`src/design/bldc_defs.svh`:
```
`ifndef BLDC_DEFS_SVH
`define BLDC_DEFS_SVH

`define CLK_HZ 40000000
`define PWM_PERIOD_RST 16'h0271
`define DUTY_CEIL_RST 16'h0258
`define DUTY_FLOOR_RST 16'h0000
`define RAMP_RST 16'h0140
`define STALL_RST 16'h04E2
`define STALL_UNIT 32'h0000_7530
`define WAIT_US 1000
`define WAIT_CYCLES (`CLK_HZ / 1000000 * `WAIT_US)
`define SPI_DIV 8'h04
`define SPI_BITS 5'h10
`define CFG_WRITES 3'h6
`define MODE_HIGH 3'h2
`define MODE_LOW 3'h6

`define ADDR_CTRL 12'h000
`define ADDR_PERIOD 12'h004
`define ADDR_CEIL 12'h008
`define ADDR_FLOOR 12'h00C
`define ADDR_RAMP 12'h010
`define ADDR_STALL 12'h014
`define ADDR_CMD 12'h018
`define ADDR_STATUS 12'h01C
`define ADDR_MASK 12'h020
`define ADDR_STATE 12'h024

`define EV_HALL 0
`define EV_STALL 1
`define EV_CFG_DONE 2
`define EV_BITS 3

`endif

```
`src/design/bldc_pkg.sv`:
```
package bldc_pkg;
  typedef struct packed {
    logic [2:0] high;
    logic [2:0] low;
  } gate_type;

  typedef struct packed {
    logic cs_n;
    logic sclk;
    logic mosi;
  } spi_out_type;

  typedef enum logic [1:0] {CFG_SEND, CFG_WAIT, CFG_DONE} cfg_state_type;
endpackage : bldc_pkg

```
`src/design/driver_spi_frame.sv`:
```
`timescale 1ns/1ps
`include "bldc_defs.svh"
module driver_spi_frame (
  // clock and reset
  input wire logic clk,
  input wire logic rst,
  // frame request
  input wire logic start,
  input wire logic [15:0] frame,
  output logic busy,
  output logic done,
  // serial side
  output bldc_pkg::spi_out_type spi
);
  import bldc_pkg::*;

  logic [15:0] shift_ff;
  logic [4:0] bits_ff;
  logic [7:0] div_ff;
  logic busy_ff, sclk_ff, done_ff;
  wire div_end = (div_ff == `SPI_DIV - 8'h01);

  // mode 0: data set on falling, sampled by driver on rising sclk
  always_ff @(posedge clk) begin
    if (rst) begin
      shift_ff <= 16'h0000;
      bits_ff <= 5'h00;
      div_ff <= 8'h00;
      busy_ff <= 1'b0;
      sclk_ff <= 1'b0;
      done_ff <= 1'b0;
    end else begin
      done_ff <= 1'b0;
      if (!busy_ff) begin
        if (start) begin
          busy_ff <= 1'b1;
          shift_ff <= frame;
          bits_ff <= 5'h00;
          div_ff <= 8'h00;
        end
      end else begin
        div_ff <= div_end ? 8'h00 : div_ff + 8'h01;
        if (div_end) begin
          sclk_ff <= ~sclk_ff;
          if (sclk_ff) begin
            shift_ff <= {shift_ff[14:0], 1'b0};
            bits_ff <= bits_ff + 5'h01;
            if (bits_ff == `SPI_BITS - 5'h01) begin
              busy_ff <= 1'b0;
              done_ff <= 1'b1;
            end
          end
        end
      end
    end
  end

  assign busy = busy_ff;
  assign done = done_ff;
  assign spi.cs_n = ~busy_ff;
  assign spi.sclk = sclk_ff;
  assign spi.mosi = busy_ff & shift_ff[15];
endmodule : driver_spi_frame

```
`src/design/bldc_trapezoidal_pwm_control.sv`:
```
// The implementer's own choices: the AXI4-Lite slave port and the register offsets.
`timescale 1ns/1ps
`include "bldc_defs.svh"
module bldc_trapezoidal_pwm_control #(
  // start-up wait after each driver write, in clocks
  parameter int WAIT_LEN = `WAIT_CYCLES
) (
  // clock and reset
  input wire logic CLK,
  input wire logic RST,
  // axi4-lite write
  input wire logic [11:0] AWADDR,
  input wire logic AWVALID,
  output logic AWREADY,
  input wire logic [31:0] WDATA,
  input wire logic [3:0] WSTRB,
  input wire logic WVALID,
  output logic WREADY,
  output logic [1:0] BRESP,
  output logic BVALID,
  input wire logic BREADY,
  // axi4-lite read
  input wire logic [11:0] ARADDR,
  input wire logic ARVALID,
  output logic ARREADY,
  output logic [31:0] RDATA,
  output logic [1:0] RRESP,
  output logic RVALID,
  input wire logic RREADY,
  // motor pins
  input wire logic HALL_PHASE_A,
  input wire logic HALL_PHASE_B,
  input wire logic HALL_PHASE_C,
  input wire logic DIRECTION,
  output bldc_pkg::gate_type GATE,
  // gate driver spi
  output logic DRIVER_CHIP_SELECT_N,
  output logic DRIVER_SCLK,
  output logic DRIVER_SDI,
  // interrupt
  output logic IRQ
);
  import bldc_pkg::*;

  // ------------------------------------------------------------
  // register file
  // ------------------------------------------------------------
  logic [15:0] period_ff, ceil_ff, floor_ff, ramp_ff, stall_set_ff;
  logic [15:0] cmd_ff, target_ff, duty_ff;
  logic enable_ff, stalled_ff, dir_ff, dir_taken_ff;
  logic [`EV_BITS-1:0] status_ff, mask_ff, ev;
  cfg_state_type cfg_ff;
  logic [3:0] pin_s1_ff, pin_s2_ff, pin_s3_ff, pin_ok_ff;
  wire [2:0] hall_s = pin_ok_ff[2:0];

  logic [11:0] awaddr_ff, araddr_ff;
  logic aw_ff, w_ff, bvalid_ff, rvalid_ff;
  logic [31:0] wdata_ff, rdata_ff;
  logic [1:0] bresp_ff, rresp_ff;
  logic [3:0] wstrb_ff;

  wire aw_take = AWVALID & ~aw_ff & ~bvalid_ff;
  wire w_take = WVALID & ~w_ff & ~bvalid_ff;
  wire wr_go = aw_ff & w_ff & ~bvalid_ff;
  wire ar_take = ARVALID & ~rvalid_ff;
  wire full_word = (wstrb_ff == 4'hF);
  wire wr_ctrl = wr_go & (awaddr_ff == `ADDR_CTRL);
  wire wr_period = wr_go & (awaddr_ff == `ADDR_PERIOD);
  wire wr_ceil = wr_go & (awaddr_ff == `ADDR_CEIL);
  wire wr_floor = wr_go & (awaddr_ff == `ADDR_FLOOR);
  wire wr_ramp = wr_go & (awaddr_ff == `ADDR_RAMP);
  wire wr_stall = wr_go & (awaddr_ff == `ADDR_STALL);
  wire wr_cmd = wr_go & (awaddr_ff == `ADDR_CMD);
  wire wr_mask = wr_go & (awaddr_ff == `ADDR_MASK);
  wire wr_hit = wr_ctrl | wr_period | wr_ceil | wr_floor | wr_ramp
              | wr_stall | wr_cmd | wr_mask;
  wire rd_status = ar_take & (ARADDR == `ADDR_STATUS);

  logic [31:0] rd_mux;
  logic rd_ok;
  always_comb begin
    rd_ok = 1'b1;
    unique case (ARADDR)
      `ADDR_CTRL: rd_mux = {31'h0, enable_ff};
      `ADDR_PERIOD: rd_mux = {16'h0, period_ff};
      `ADDR_CEIL: rd_mux = {16'h0, ceil_ff};
      `ADDR_FLOOR: rd_mux = {16'h0, floor_ff};
      `ADDR_RAMP: rd_mux = {16'h0, ramp_ff};
      `ADDR_STALL: rd_mux = {16'h0, stall_set_ff};
      `ADDR_CMD: rd_mux = {16'h0, cmd_ff};
      `ADDR_STATUS: rd_mux = {29'h0, status_ff};
      `ADDR_MASK: rd_mux = {29'h0, mask_ff};
      `ADDR_STATE: rd_mux = {duty_ff, 8'h0, hall_s, dir_ff,
                             stalled_ff, cfg_ff == CFG_DONE, 2'h0};
      default: begin
        rd_mux = 32'h0000_0000;
        rd_ok = 1'b0;
      end
    endcase
  end

  always_ff @(posedge CLK) begin
    if (RST) begin
      aw_ff <= 1'b0;
      w_ff <= 1'b0;
      awaddr_ff <= 12'h000;
      wdata_ff <= 32'h0000_0000;
      wstrb_ff <= 4'h0;
      bvalid_ff <= 1'b0;
      bresp_ff <= 2'h0;
      rvalid_ff <= 1'b0;
      rdata_ff <= 32'h0000_0000;
      rresp_ff <= 2'h0;
    end else begin
      if (aw_take) begin
        aw_ff <= 1'b1;
        awaddr_ff <= AWADDR;
      end
      if (w_take) begin
        w_ff <= 1'b1;
        wdata_ff <= WDATA;
        wstrb_ff <= WSTRB;
      end
      if (wr_go) begin
        aw_ff <= 1'b0;
        w_ff <= 1'b0;
        bvalid_ff <= 1'b1;
        bresp_ff <= wr_hit ? 2'h0 : 2'h2;
      end else if (BREADY) begin
        bvalid_ff <= 1'b0;
      end
      if (ar_take) begin
        rvalid_ff <= 1'b1;
        rdata_ff <= rd_mux;
        rresp_ff <= rd_ok ? 2'h0 : 2'h2;
      end else if (RREADY) begin
        rvalid_ff <= 1'b0;
      end
    end
  end

  assign AWREADY = ~aw_ff & ~bvalid_ff;
  assign WREADY = ~w_ff & ~bvalid_ff;
  assign BVALID = bvalid_ff;
  assign BRESP = bresp_ff;
  assign ARREADY = ~rvalid_ff;
  assign RVALID = rvalid_ff;
  assign RDATA = rdata_ff;
  assign RRESP = rresp_ff;

  // partial writes are ignored, only full words update settings
  always_ff @(posedge CLK) begin
    if (RST) begin
      enable_ff <= 1'b0;
      period_ff <= `PWM_PERIOD_RST;
      ceil_ff <= `DUTY_CEIL_RST;
      floor_ff <= `DUTY_FLOOR_RST;
      ramp_ff <= `RAMP_RST;
      stall_set_ff <= `STALL_RST;
      cmd_ff <= 16'h0000;
      mask_ff <= {`EV_BITS{1'b0}};
    end else if (full_word) begin
      if (wr_ctrl) enable_ff <= wdata_ff[0];
      if (wr_period) period_ff <= wdata_ff[15:0];
      if (wr_ceil) ceil_ff <= wdata_ff[15:0];
      if (wr_floor) floor_ff <= wdata_ff[15:0];
      if (wr_ramp) ramp_ff <= wdata_ff[15:0];
      if (wr_stall) stall_set_ff <= wdata_ff[15:0];
      if (wr_cmd) cmd_ff <= wdata_ff[15:0];
      if (wr_mask) mask_ff <= wdata_ff[`EV_BITS-1:0];
    end
  end

  // ------------------------------------------------------------
  // interrupts: set wins over read clear
  // ------------------------------------------------------------
  always_ff @(posedge CLK) begin
    if (RST) status_ff <= {`EV_BITS{1'b0}};
    else status_ff <= (rd_status ? {`EV_BITS{1'b0}} : status_ff) | ev;
  end
  assign IRQ = |(status_ff & mask_ff);

  // ------------------------------------------------------------
  // pin inputs: three flops, second and third must agree
  // ------------------------------------------------------------
  always_ff @(posedge CLK) begin
    if (RST) begin
      pin_s1_ff <= 4'h0;
      pin_s2_ff <= 4'h0;
      pin_s3_ff <= 4'h0;
      pin_ok_ff <= 4'h0;
    end else begin
      pin_s1_ff <= {DIRECTION, HALL_PHASE_C, HALL_PHASE_B, HALL_PHASE_A};
      pin_s2_ff <= pin_s1_ff;
      pin_s3_ff <= pin_s2_ff;
      for (int i = 0; i < 4; i++) begin
        if (pin_s2_ff[i] == pin_s3_ff[i]) pin_ok_ff[i] <= pin_s3_ff[i];
      end
    end
  end

  // direction caught once, when start-up driver configuration completes
  always_ff @(posedge CLK) begin
    if (RST) begin
      dir_ff <= 1'b0;
      dir_taken_ff <= 1'b0;
    end else if (!dir_taken_ff && cfg_ff == CFG_DONE) begin
      dir_ff <= pin_ok_ff[3];
      dir_taken_ff <= 1'b1;
    end
  end

  logic [2:0] hall_prev_ff;
  always_ff @(posedge CLK) begin
    if (RST) hall_prev_ff <= 3'h0;
    else hall_prev_ff <= hall_s;
  end
  wire hall_edge = (hall_prev_ff != hall_s);

  // ------------------------------------------------------------
  // pwm timer: up-down, top from compare channel 0
  // ------------------------------------------------------------
  logic [15:0] cnt_ff, top_ff;
  logic down_ff;
  wire at_top = (cnt_ff >= top_ff - 16'h0001);
  wire at_bot = down_ff & (cnt_ff == 16'h0000);
  // period of 2*top-1 cycles: 0 up to top-1, down to 0
  always_ff @(posedge CLK) begin
    if (RST) begin
      cnt_ff <= 16'h0000;
      down_ff <= 1'b0;
      top_ff <= `PWM_PERIOD_RST;
    end else if (at_bot) begin
      cnt_ff <= 16'h0000;
      down_ff <= 1'b0;
      top_ff <= period_ff;
    end else if (!down_ff && at_top) begin
      cnt_ff <= cnt_ff - 16'h0001;
      down_ff <= 1'b1;
    end else begin
      cnt_ff <= down_ff ? cnt_ff - 16'h0001 : cnt_ff + 16'h0001;
    end
  end
  wire period_end = at_bot;

  // ------------------------------------------------------------
  // duty: clamp and ramp
  // ------------------------------------------------------------
  wire [15:0] clamped = (cmd_ff > ceil_ff) ? ceil_ff : cmd_ff;
  wire [15:0] goal = (clamped < floor_ff) ? floor_ff : clamped;
  logic [15:0] ramp_cnt_ff;
  wire ramp_tick = period_end & (ramp_cnt_ff + 16'h0001 >= ramp_ff);
  wire run = enable_ff & ~stalled_ff & (cfg_ff == CFG_DONE);
  always_ff @(posedge CLK) begin
    if (RST) begin
      target_ff <= 16'h0000;
      duty_ff <= `DUTY_FLOOR_RST;
      ramp_cnt_ff <= 16'h0000;
    end else begin
      target_ff <= goal;
      if (period_end) ramp_cnt_ff <= ramp_tick ? 16'h0000
                                               : ramp_cnt_ff + 16'h0001;
      if (duty_ff < floor_ff) duty_ff <= floor_ff;
      else if (ramp_tick && duty_ff < target_ff)
        duty_ff <= duty_ff + 16'h0001;
      else if (ramp_tick && duty_ff > target_ff)
        duty_ff <= duty_ff - 16'h0001;
    end
  end

  // ------------------------------------------------------------
  // blocked rotor timeout
  // ------------------------------------------------------------
  logic [31:0] stall_cnt_ff;
  wire [31:0] stall_lim = 32'(stall_set_ff) * `STALL_UNIT;
  wire stall_hit = run & (duty_ff != 16'h0000) & ~hall_edge
                 & (stall_cnt_ff + 32'h1 >= stall_lim);
  always_ff @(posedge CLK) begin
    if (RST) begin
      stall_cnt_ff <= 32'h0;
      stalled_ff <= 1'b0;
    end else begin
      if (hall_edge || duty_ff == 16'h0000 || !run)
        stall_cnt_ff <= 32'h0;
      else
        stall_cnt_ff <= stall_cnt_ff + 32'h1;
      if (stall_hit) stalled_ff <= 1'b1;
      else if (wr_ctrl && full_word && !wdata_ff[0]) stalled_ff <= 1'b0;
    end
  end

  // ------------------------------------------------------------
  // six-step commutation
  // ------------------------------------------------------------
  // mode 2 toggle/reset gives high while count below compare,
  // mode 6 toggle/set is its complement
  wire hs_pwm = (cnt_ff < duty_ff);
  logic [1:0] hi_ph, lo_ph;
  logic step_ok;
  always_comb begin
    step_ok = 1'b1;
    unique case (hall_s ^ {3{dir_ff}})
      3'h1: begin hi_ph = 2'd0; lo_ph = 2'd1; end
      3'h3: begin hi_ph = 2'd0; lo_ph = 2'd2; end
      3'h2: begin hi_ph = 2'd1; lo_ph = 2'd2; end
      3'h6: begin hi_ph = 2'd1; lo_ph = 2'd0; end
      3'h4: begin hi_ph = 2'd2; lo_ph = 2'd0; end
      3'h5: begin hi_ph = 2'd2; lo_ph = 2'd1; end
      default: begin
        hi_ph = 2'd0;
        lo_ph = 2'd0;
        step_ok = 1'b0;
      end
    endcase
  end

  gate_type gate_ff;
  always_ff @(posedge CLK) begin
    if (RST) gate_ff <= '0;
    else if (!run || !step_ok) gate_ff <= '0;
    else begin
      for (int p = 0; p < 3; p++) begin
        gate_ff.high[p] <= (hi_ph == 2'(p)) & hs_pwm;
        gate_ff.low[p] <= ((hi_ph == 2'(p)) & ~hs_pwm) | (lo_ph == 2'(p));
      end
    end
  end
  assign GATE = gate_ff;

  // ------------------------------------------------------------
  // start-up driver configuration
  // ------------------------------------------------------------
  logic [2:0] cfg_idx_ff;
  logic [31:0] wait_ff;
  logic [15:0] cfg_frame;
  logic spi_busy, spi_done, spi_start_ff;
  spi_out_type spi_out;
  always_comb begin
    unique case (cfg_idx_ff)
      3'h0, 3'h1: cfg_frame = {1'b0, 4'h3, 11'h3BF};
      3'h2: cfg_frame = {1'b0, 4'h2, 11'h100};
      3'h3: cfg_frame = {1'b0, 4'h4, 11'h6FF};
      3'h4: cfg_frame = {1'b0, 4'h5, 11'h160};
      default: cfg_frame = {1'b0, 4'h6, 11'h683};
    endcase
  end

  always_ff @(posedge CLK) begin
    if (RST) begin
      cfg_ff <= CFG_SEND;
      cfg_idx_ff <= 3'h0;
      wait_ff <= 32'h0;
      spi_start_ff <= 1'b0;
    end else begin
      spi_start_ff <= 1'b0;
      unique case (cfg_ff)
        CFG_SEND: begin
          if (!spi_busy && !spi_start_ff && !spi_done)
            spi_start_ff <= 1'b1;
          if (spi_done) begin
            cfg_ff <= CFG_WAIT;
            wait_ff <= 32'h0;
          end
        end
        CFG_WAIT: begin
          wait_ff <= wait_ff + 32'h1;
          if (wait_ff + 32'h1 >= 32'(WAIT_LEN)) begin
            if (cfg_idx_ff == `CFG_WRITES - 3'h1) cfg_ff <= CFG_DONE;
            else begin
              cfg_idx_ff <= cfg_idx_ff + 3'h1;
              cfg_ff <= CFG_SEND;
            end
          end
        end
        CFG_DONE: cfg_ff <= CFG_DONE;
      endcase
    end
  end

  driver_spi_frame u_spi (
    .clk(CLK),
    .rst(RST),
    .start(spi_start_ff & ~spi_busy),
    .frame(cfg_frame),
    .busy(spi_busy),
    .done(spi_done),
    .spi(spi_out)
  );
  assign DRIVER_CHIP_SELECT_N = spi_out.cs_n;
  assign DRIVER_SCLK = spi_out.sclk;
  assign DRIVER_SDI = spi_out.mosi;

  // ------------------------------------------------------------
  // events
  // ------------------------------------------------------------
  logic cfg_was_done_ff;
  always_ff @(posedge CLK) begin
    if (RST) cfg_was_done_ff <= 1'b0;
    else cfg_was_done_ff <= (cfg_ff == CFG_DONE);
  end
  always_comb begin
    ev = {`EV_BITS{1'b0}};
    ev[`EV_HALL] = hall_edge;
    ev[`EV_STALL] = stall_hit & ~stalled_ff;
    ev[`EV_CFG_DONE] = (cfg_ff == CFG_DONE) & ~cfg_was_done_ff;
  end
endmodule : bldc_trapezoidal_pwm_control

```
`config.mk`:
```
export PLATFORM = sky130hd
export DESIGN_NAME = bldc_trapezoidal_pwm_control
export DESIGN_NICKNAME = d
export VERILOG_FILES = /design/src/design/bldc_pkg.sv /design/src/design/driver_spi_frame.sv /design/src/design/bldc_trapezoidal_pwm_control.sv
export VERILOG_INCLUDE_DIRS = /design/src /design/src/design
export SDC_FILE = /design/constraint.sdc
export NUM_CORES = 1
export LEC_CHECK = 0
export ABC_AREA = 1
export ABC_CLOCK_PERIOD_IN_PS = 8800
export BUFFER_PORTS_ARGS = -buffer_cell sky130_fd_sc_hd__clkbuf_2
export CORE_ASPECT_RATIO = 2
export CORE_UTILIZATION = 35
export CTS_CLUSTER_DIAMETER = 120
export DETAILED_ROUTE_END_ITERATION = 7
export HOLD_SLACK_MARGIN = 0.08
export PLACE_DENSITY = 0.46
export SLEW_MARGIN = 20
export SYNTH_ARGS = -nofsm -noshare
export SYNTH_HDL_FRONTEND = slang
export SYNTH_SLANG_ARGS = --single-unit
```
`constraint.sdc`:
```
create_clock -name CLK -period 8.8 [get_ports CLK]
set_clock_uncertainty 0.15 [all_clocks]
set_input_delay 1.76 -clock CLK [delete_from_list [all_inputs] [get_ports CLK]]
set_output_delay 1.76 -clock CLK [all_outputs]
set_load 0.05 [all_outputs]
```
After elaboration in Yosys (flattened, before gate mapping)
Index checks and enable logic that the tools add are counted.
- bits in registers: 387
- input port bits: 71
- output and inout port bits: 51
- $add $sub $neg: 11
- $mul: 1
- $lt $le $gt $ge: 10
- equality and inequality tests: 45
- mux-type cells: 47
- bitwise gates (word level): 61
- reductions and logical operators: 61
- operators by type and width (kind ; number):
    $pmux W32 S10 ; 1
    $mux W16 ; 12
    $eq A12 B5 Y1 const B ; 7
    $add A32 B1 Y32 const B ; 2
    $lt A16 B16 Y1 ; 4
    $pmux W32 S2 ; 1
    $pmux W14 S4 ; 1
    $add A16 B1 Y16 const B ; 3
    $eq A12 B4 Y1 const B ; 4
    $sub A16 B1 Y16 const B ; 3
    $eq A12 B6 Y1 const B ; 3
    $and A1 B1 Y1 ; 35
    $ge A16 B16 Y1 ; 2
    $ge A32 B16 Y1 const B ; 1
    $ge A32 B31 Y1 ; 1
    $gt A16 B16 Y1 ; 2
    $logic_not A16 Y1 ; 2
    $mux W32 ; 1
    $mul A16 B11 Y27 const B ; 1
    $eq A12 B3 Y1 const B ; 2
    $logic_not A12 Y1 ; 2
    $mux W8 ; 3
    $reduce_and A2 Y1 ; 11
    $mux W5 ; 4
    39 further kinds ; 128

Longest topological paths before layout
- depth in word-level cells: 11
- mapped depth: 28
- mapped depth without buffers: 28

Cells and area by module
A second synthesis with hierarchy kept.
- cell total of the unflattened synthesis: 3386
- area total of the unflattened synthesis: 24886.4 µm²
- by module, submodules not included (module ; instances ; cells an instance ; area an instance (µm²) ; seq. area each (µm²)):
    bldc_trapezoidal_pwm_control ; 1 ; 3137 ; 23163.5 ; 7066.8
    driver_spi_frame ; 1 ; 249 ; 1722.9 ; 640.6

Least setup slack after synthesis
No wires, ideal clock.
- path type: register to register
- start point: register stall_set_ff[6]
- end point: register stalled_ff
- setup time: 0.134 ns
- arrival time: 5.529 ns
- data required time: 8.516 ns
- path slack: 2.988 ns
- cell stages (with the launch flop): 26
- buffers on the path: 0
- period minus slack after synthesis: 5.812 ns
- cell sequence: dfxtp_1 -> inv_1 -> fa_1 -> inv_1 -> fa_1 -> fa_1 -> inv_1 -> fa_1 -> fa_1 -> inv_1 -> ha_1 -> nand4_1 -> nor4_1 -> nor2_1 -> o21ai_0 -> nand4_1 -> nand2_1 -> nand2_1 -> nand2_1 -> xnor2_1 -> ha_1 -> a21o_1 -> a211oi_1 -> nand3_1 -> nand2_1 -> a21oi_1
- cells in the longest elaborated chain, start to end: 4
- RTL lines (element ; RTL line ; RTL):
    start: declaration ; bldc_trapezoidal_pwm_control.sv:48 ; logic [15:0] period_ff, ceil_ff, floor_ff, ramp_ff, stall_set_ff;
    start signal: assignment ; bldc_trapezoidal_pwm_control.sv:159 ; stall_set_ff <= `STALL_RST;
    start signal: assignment ; bldc_trapezoidal_pwm_control.sv:168 ; if (wr_stall) stall_set_ff <= wdata_ff[15:0];
    $mul A16 B11 Y27 (no line) (*) ; - ;
    $ge A32 B31 Y1 (*) ; bldc_trapezoidal_pwm_control.sv:277 ; & (stall_cnt_ff + 32'h1 >= stall_lim);
    $and A1 B1 Y1 (*) ; bldc_trapezoidal_pwm_control.sv:277 ;
    $mux W1 / $reduce_bool A2 Y1 (equally long branches) ; - ;
    end signal: assignment ; bldc_trapezoidal_pwm_control.sv:281 ; stalled_ff <= 1'b0;
    end signal: assignment ; bldc_trapezoidal_pwm_control.sv:287 ; if (stall_hit) stalled_ff <= 1'b1;
    end signal: assignment ; bldc_trapezoidal_pwm_control.sv:288 ; else if (wr_ctrl && full_word && !wdata_ff[0]) stalled_ff <= 1'b0;
    end: declaration ; bldc_trapezoidal_pwm_control.sv:50 ; logic enable_ff, stalled_ff, dir_ff, dir_taken_ff;
Mark *: on every way between the ends. The rest lies on a longest branch, timed or not.
A chain may end at the register's enable or synchronous reset.

Worst setup path after layout
Ends and elaborated chain as after synthesis.

==> flow_summary_export.csv <==
group,metric,value,unit
outcome,outcome,"finished clean",
floorplanning,core,69590,sq um
drt,via_count,22093,
clock_tree,holdBufCountCts,0,
synthesis,yosysSeqAreaShare,0.3138,
placement,io_buffers,103,
layout,final_cell_mix,"nand2_1 (513), inv_1 (489), dfxtp_1 (385)",
clock_tree,cts_setup_buffers,0,
floorplanning,die_w,189.3,um
drt,route.detailed.drc,0,
setup_path,critPathArrivalTime,7.24,ns
clock_tree,clock_latency,0.61,ns
placement,dp_slack,1.761,ns
sta,maxSlewHeadroom,0.2571,
setup_path,critPathCaptureType,"register",
synthesis,synth.distinct_cells,60,
drt,first_pass_iters,7,
sta,hold_viol_final,0,
drt,drt_iter0_markers,943,
setup_path,crit_path_max_fanout,6,
synthesis,synth-edff-count,0,
synthesis,syn_area_per_cell,7.453,sq um
floorplanning,placementRows,137,
clock_tree,htreeDepth,2,
synthesis,synth_top_area_cell,"dfxtp_1",
clock_tree,cts_root_buf,"clkbuf_16",
placement,routabilityCongestion,0.9309,
floorplanning,start_util,0.3530,
clock_tree,cts_num_sinks,385,
layout,finalInstanceArea,27400,sq um
sta,finalCriticalPeriod,6.932,ns
floorplanning,io_pins,122,
global_routing,grtUsageTotal,0.2339,
sta,rsz0062_at_grt,"no",
synthesis,yosysWarnings,0,
sta,worst_slack,1.868,ns
sta,setup_viol,0,
global_routing,antenna_found_initial,0,
sta,tns,0,ns
global_routing,grt_pass1_wl,126.7,mm
sta,finalMaxSlewViolations,0,
synthesis,ys_top_cells_by_area,"dfxtp_1 (31%), ha_1 (13%), nand2_1 (7.9%)",
sta,fin_crit_sh,0.7877,
layout,antenna_cells,0,
placement,placedInstanceArea,25940,sq um
synthesis,netlist.area_leader.share,0.3138,
setup_path,cp.required,9.11,ns
synthesis,netlist_area,24560,sq um
layout,drive_gt1_frac,0.07876,
global_routing,grt-ovfl-total,0,
drt,drt-total-wl,82.85,mm
clock_tree,cts_tree,"done",
layout,layout_commonest_cell,"nand2_1",
worst_hold_path,hold_path.class,"reg2reg",
power_and_ir_drop,ir_worst_vdd,0.1380,mV
sta,worst_pin_slew,1.111,ns
setup_path,crit_type,"reg2reg",
global_routing,first_global_vias,22467,
synthesis,ys.flop_type,"dfxtp_1",
clock_tree,path_clk_slew,0.07,ns
synthesis,ys_ff_latch,385,
power_and_ir_drop,power_density,167.9,nW/um^2
global_routing,grt_max_degree,93,
floorplanning,die_y,376.7,um
power_and_ir_drop,leakagePower,11.98,nW
clock_tree,cts_resized,0,
setup_path,critPathLaunchType,"register",
floorplanning,die_area,71310,sq um
synthesis,syn_inst,3296,
synthesis,synthArstFlopShare,0,
drt,ant_nets,0,
clock_tree,cts_made_buffers,42,
job,drv_cap,0,
sta,fmax,144.3,MHz
drt,viasPerCell,5.146,
placement,dp_hpwl,65.24,mm
clock_tree,cts_buffer_depth,3,
layout,num-fill-cells,7460,
layout,area_growth,11.53,%
layout,layout.nets,3737,
drt,route.detailed.wl_per_inst,19.30,um
cell families (layout without fill, tap and decap cells):
group                      after synthesis  in the layout  share of synthesized area
other                                    1              2                  0.0001527
adders and majority gates              309            309                     0.1760
AOI/OAI and AO/OA                      781            781                     0.1747
xor gates and xnor gates               132            132                    0.04707
DFF                                    385            385                     0.3138
buffers and inverters                  607            700                    0.09383
and+or+nand+nor                       1081           1081                     0.1945
worst max-delay path: stages, from the launching register on:
cell,delay [ns]
dfxtp_1,0.57
inv_1,0.20
fa_1,0.54
inv_1,0.05
fa_1,0.47
fa_1,0.51
inv_1,0.06
fa_1,0.49
fa_1,0.52
inv_1,0.04
ha_1,0.35
nand4_1,0.17
nor4_1,0.36
nor2_1,0.14
o21ai_0,0.37
nand4_1,0.13
nand2_1,0.13
nand2_1,0.06
nand2_1,0.07
xnor2_1,0.12
ha_1,0.26
a21o_1,0.19
a211oi_1,0.33
nand3_1,0.15
nand2_1,0.25
a21oi_1,0.10
Yosys cell counts, drive strengths merged (11+ instances only):
cell type and count:
a22oi 11, nor2 257, inv 497, or2 13
xnor2 37, fa 61, a21oi 386, xor2 95
nand2 520, o221ai 11, nand4 48, clkbuf 89
buf 16, nand3 120, ha 248, a221oi 14
nor4 20, o21ai 249, dfxtp 385, o211ai 15
a211oi 13, o22ai 35, nor3 88
flip-flops by register name, indices dropped and copies added (netlist names), 5 cells and up:
register and cells:
u_spi.shift_ff 16, cnt_ff 16, floor_ff 16, period_ff 16, stall_cnt_ff 32, ramp_ff 16
wdata_ff 16, top_ff 16, RDATA 32, cmd_ff 16, u_spi.bits_ff 5, duty_ff 16
ramp_cnt_ff 16, ceil_ff 16, GATE 6, awaddr_ff 12, stall_set_ff 16, u_spi.div_ff 8
wait_ff 32, target_ff 16
area by class of cell:
| type | instances | area, sq um | area share |
|---|---|---|---|
| inverters | 502 | 1887 | 0.06887 |
| clock inverters | 28 | 320.3 | 0.01169 |
| clock buffers | 49 | 1129 | 0.04119 |
| multi-input cells | 2305 | 14570 | 0.5318 |
| well taps | 903 | 1130 | 0.04124 |
| flip-flops and latches | 385 | 7707 | 0.2813 |
| repair buffers | 121 | 653.1 | 0.02384 |
power breakdown:
group	switching, mW	total (mW)	internal, mW
Sequential	0.116	1.93	1.81
Clock	0.834	1.92	1.08
Combinational	0.503	0.757	0.253
per-stage QoR:
stage                     power, mW  hold WS (ns)  utilization  instances
after floorplan               2.482        0.2383            -       3297
after global placement        2.709        0.2527       0.3728       4216
after detailed placement      2.729        0.2496       0.3728       4216
after CTS                     4.663        0.2499       0.3936       4293
after global routing          4.833        0.2789       0.3937       4293
final                         4.600        0.2500       0.3937       4293
final timing paths:
path / to / startpoint / cells after the start / slack [ns]
worst max-delay path: stalled_ff$_SDFFE_PP0P_ / stall_set_ff[6]$_SDFFE_PP1P_ / 25 / 1.87
worst min-delay path: pin_s2_ff[3]$_SDFF_PP0_ / pin_s1_ff[3]$_SDFF_PP0_ / 2 / 0.25
worst max register to register: stalled_ff$_SDFFE_PP0P_ / stall_set_ff[6]$_SDFFE_PP1P_ / 25 / 1.87
worst min register to register: pin_s2_ff[3]$_SDFF_PP0_ / pin_s1_ff[3]$_SDFF_PP0_ / 2 / 0.25
routing by layer:
metal | routed length, um | track usage | vias up
met5 | 0 | 0 | -
met4 | 6047 | 0.1589 | 0
met3 | 2211 | 0.02446 | 201
met2 | 45760 | 0.4629 | 414
met1 | 28830 | 0.2210 | 10399
li1 | - | - | 11079
Power figures use the tool's default switching activity.
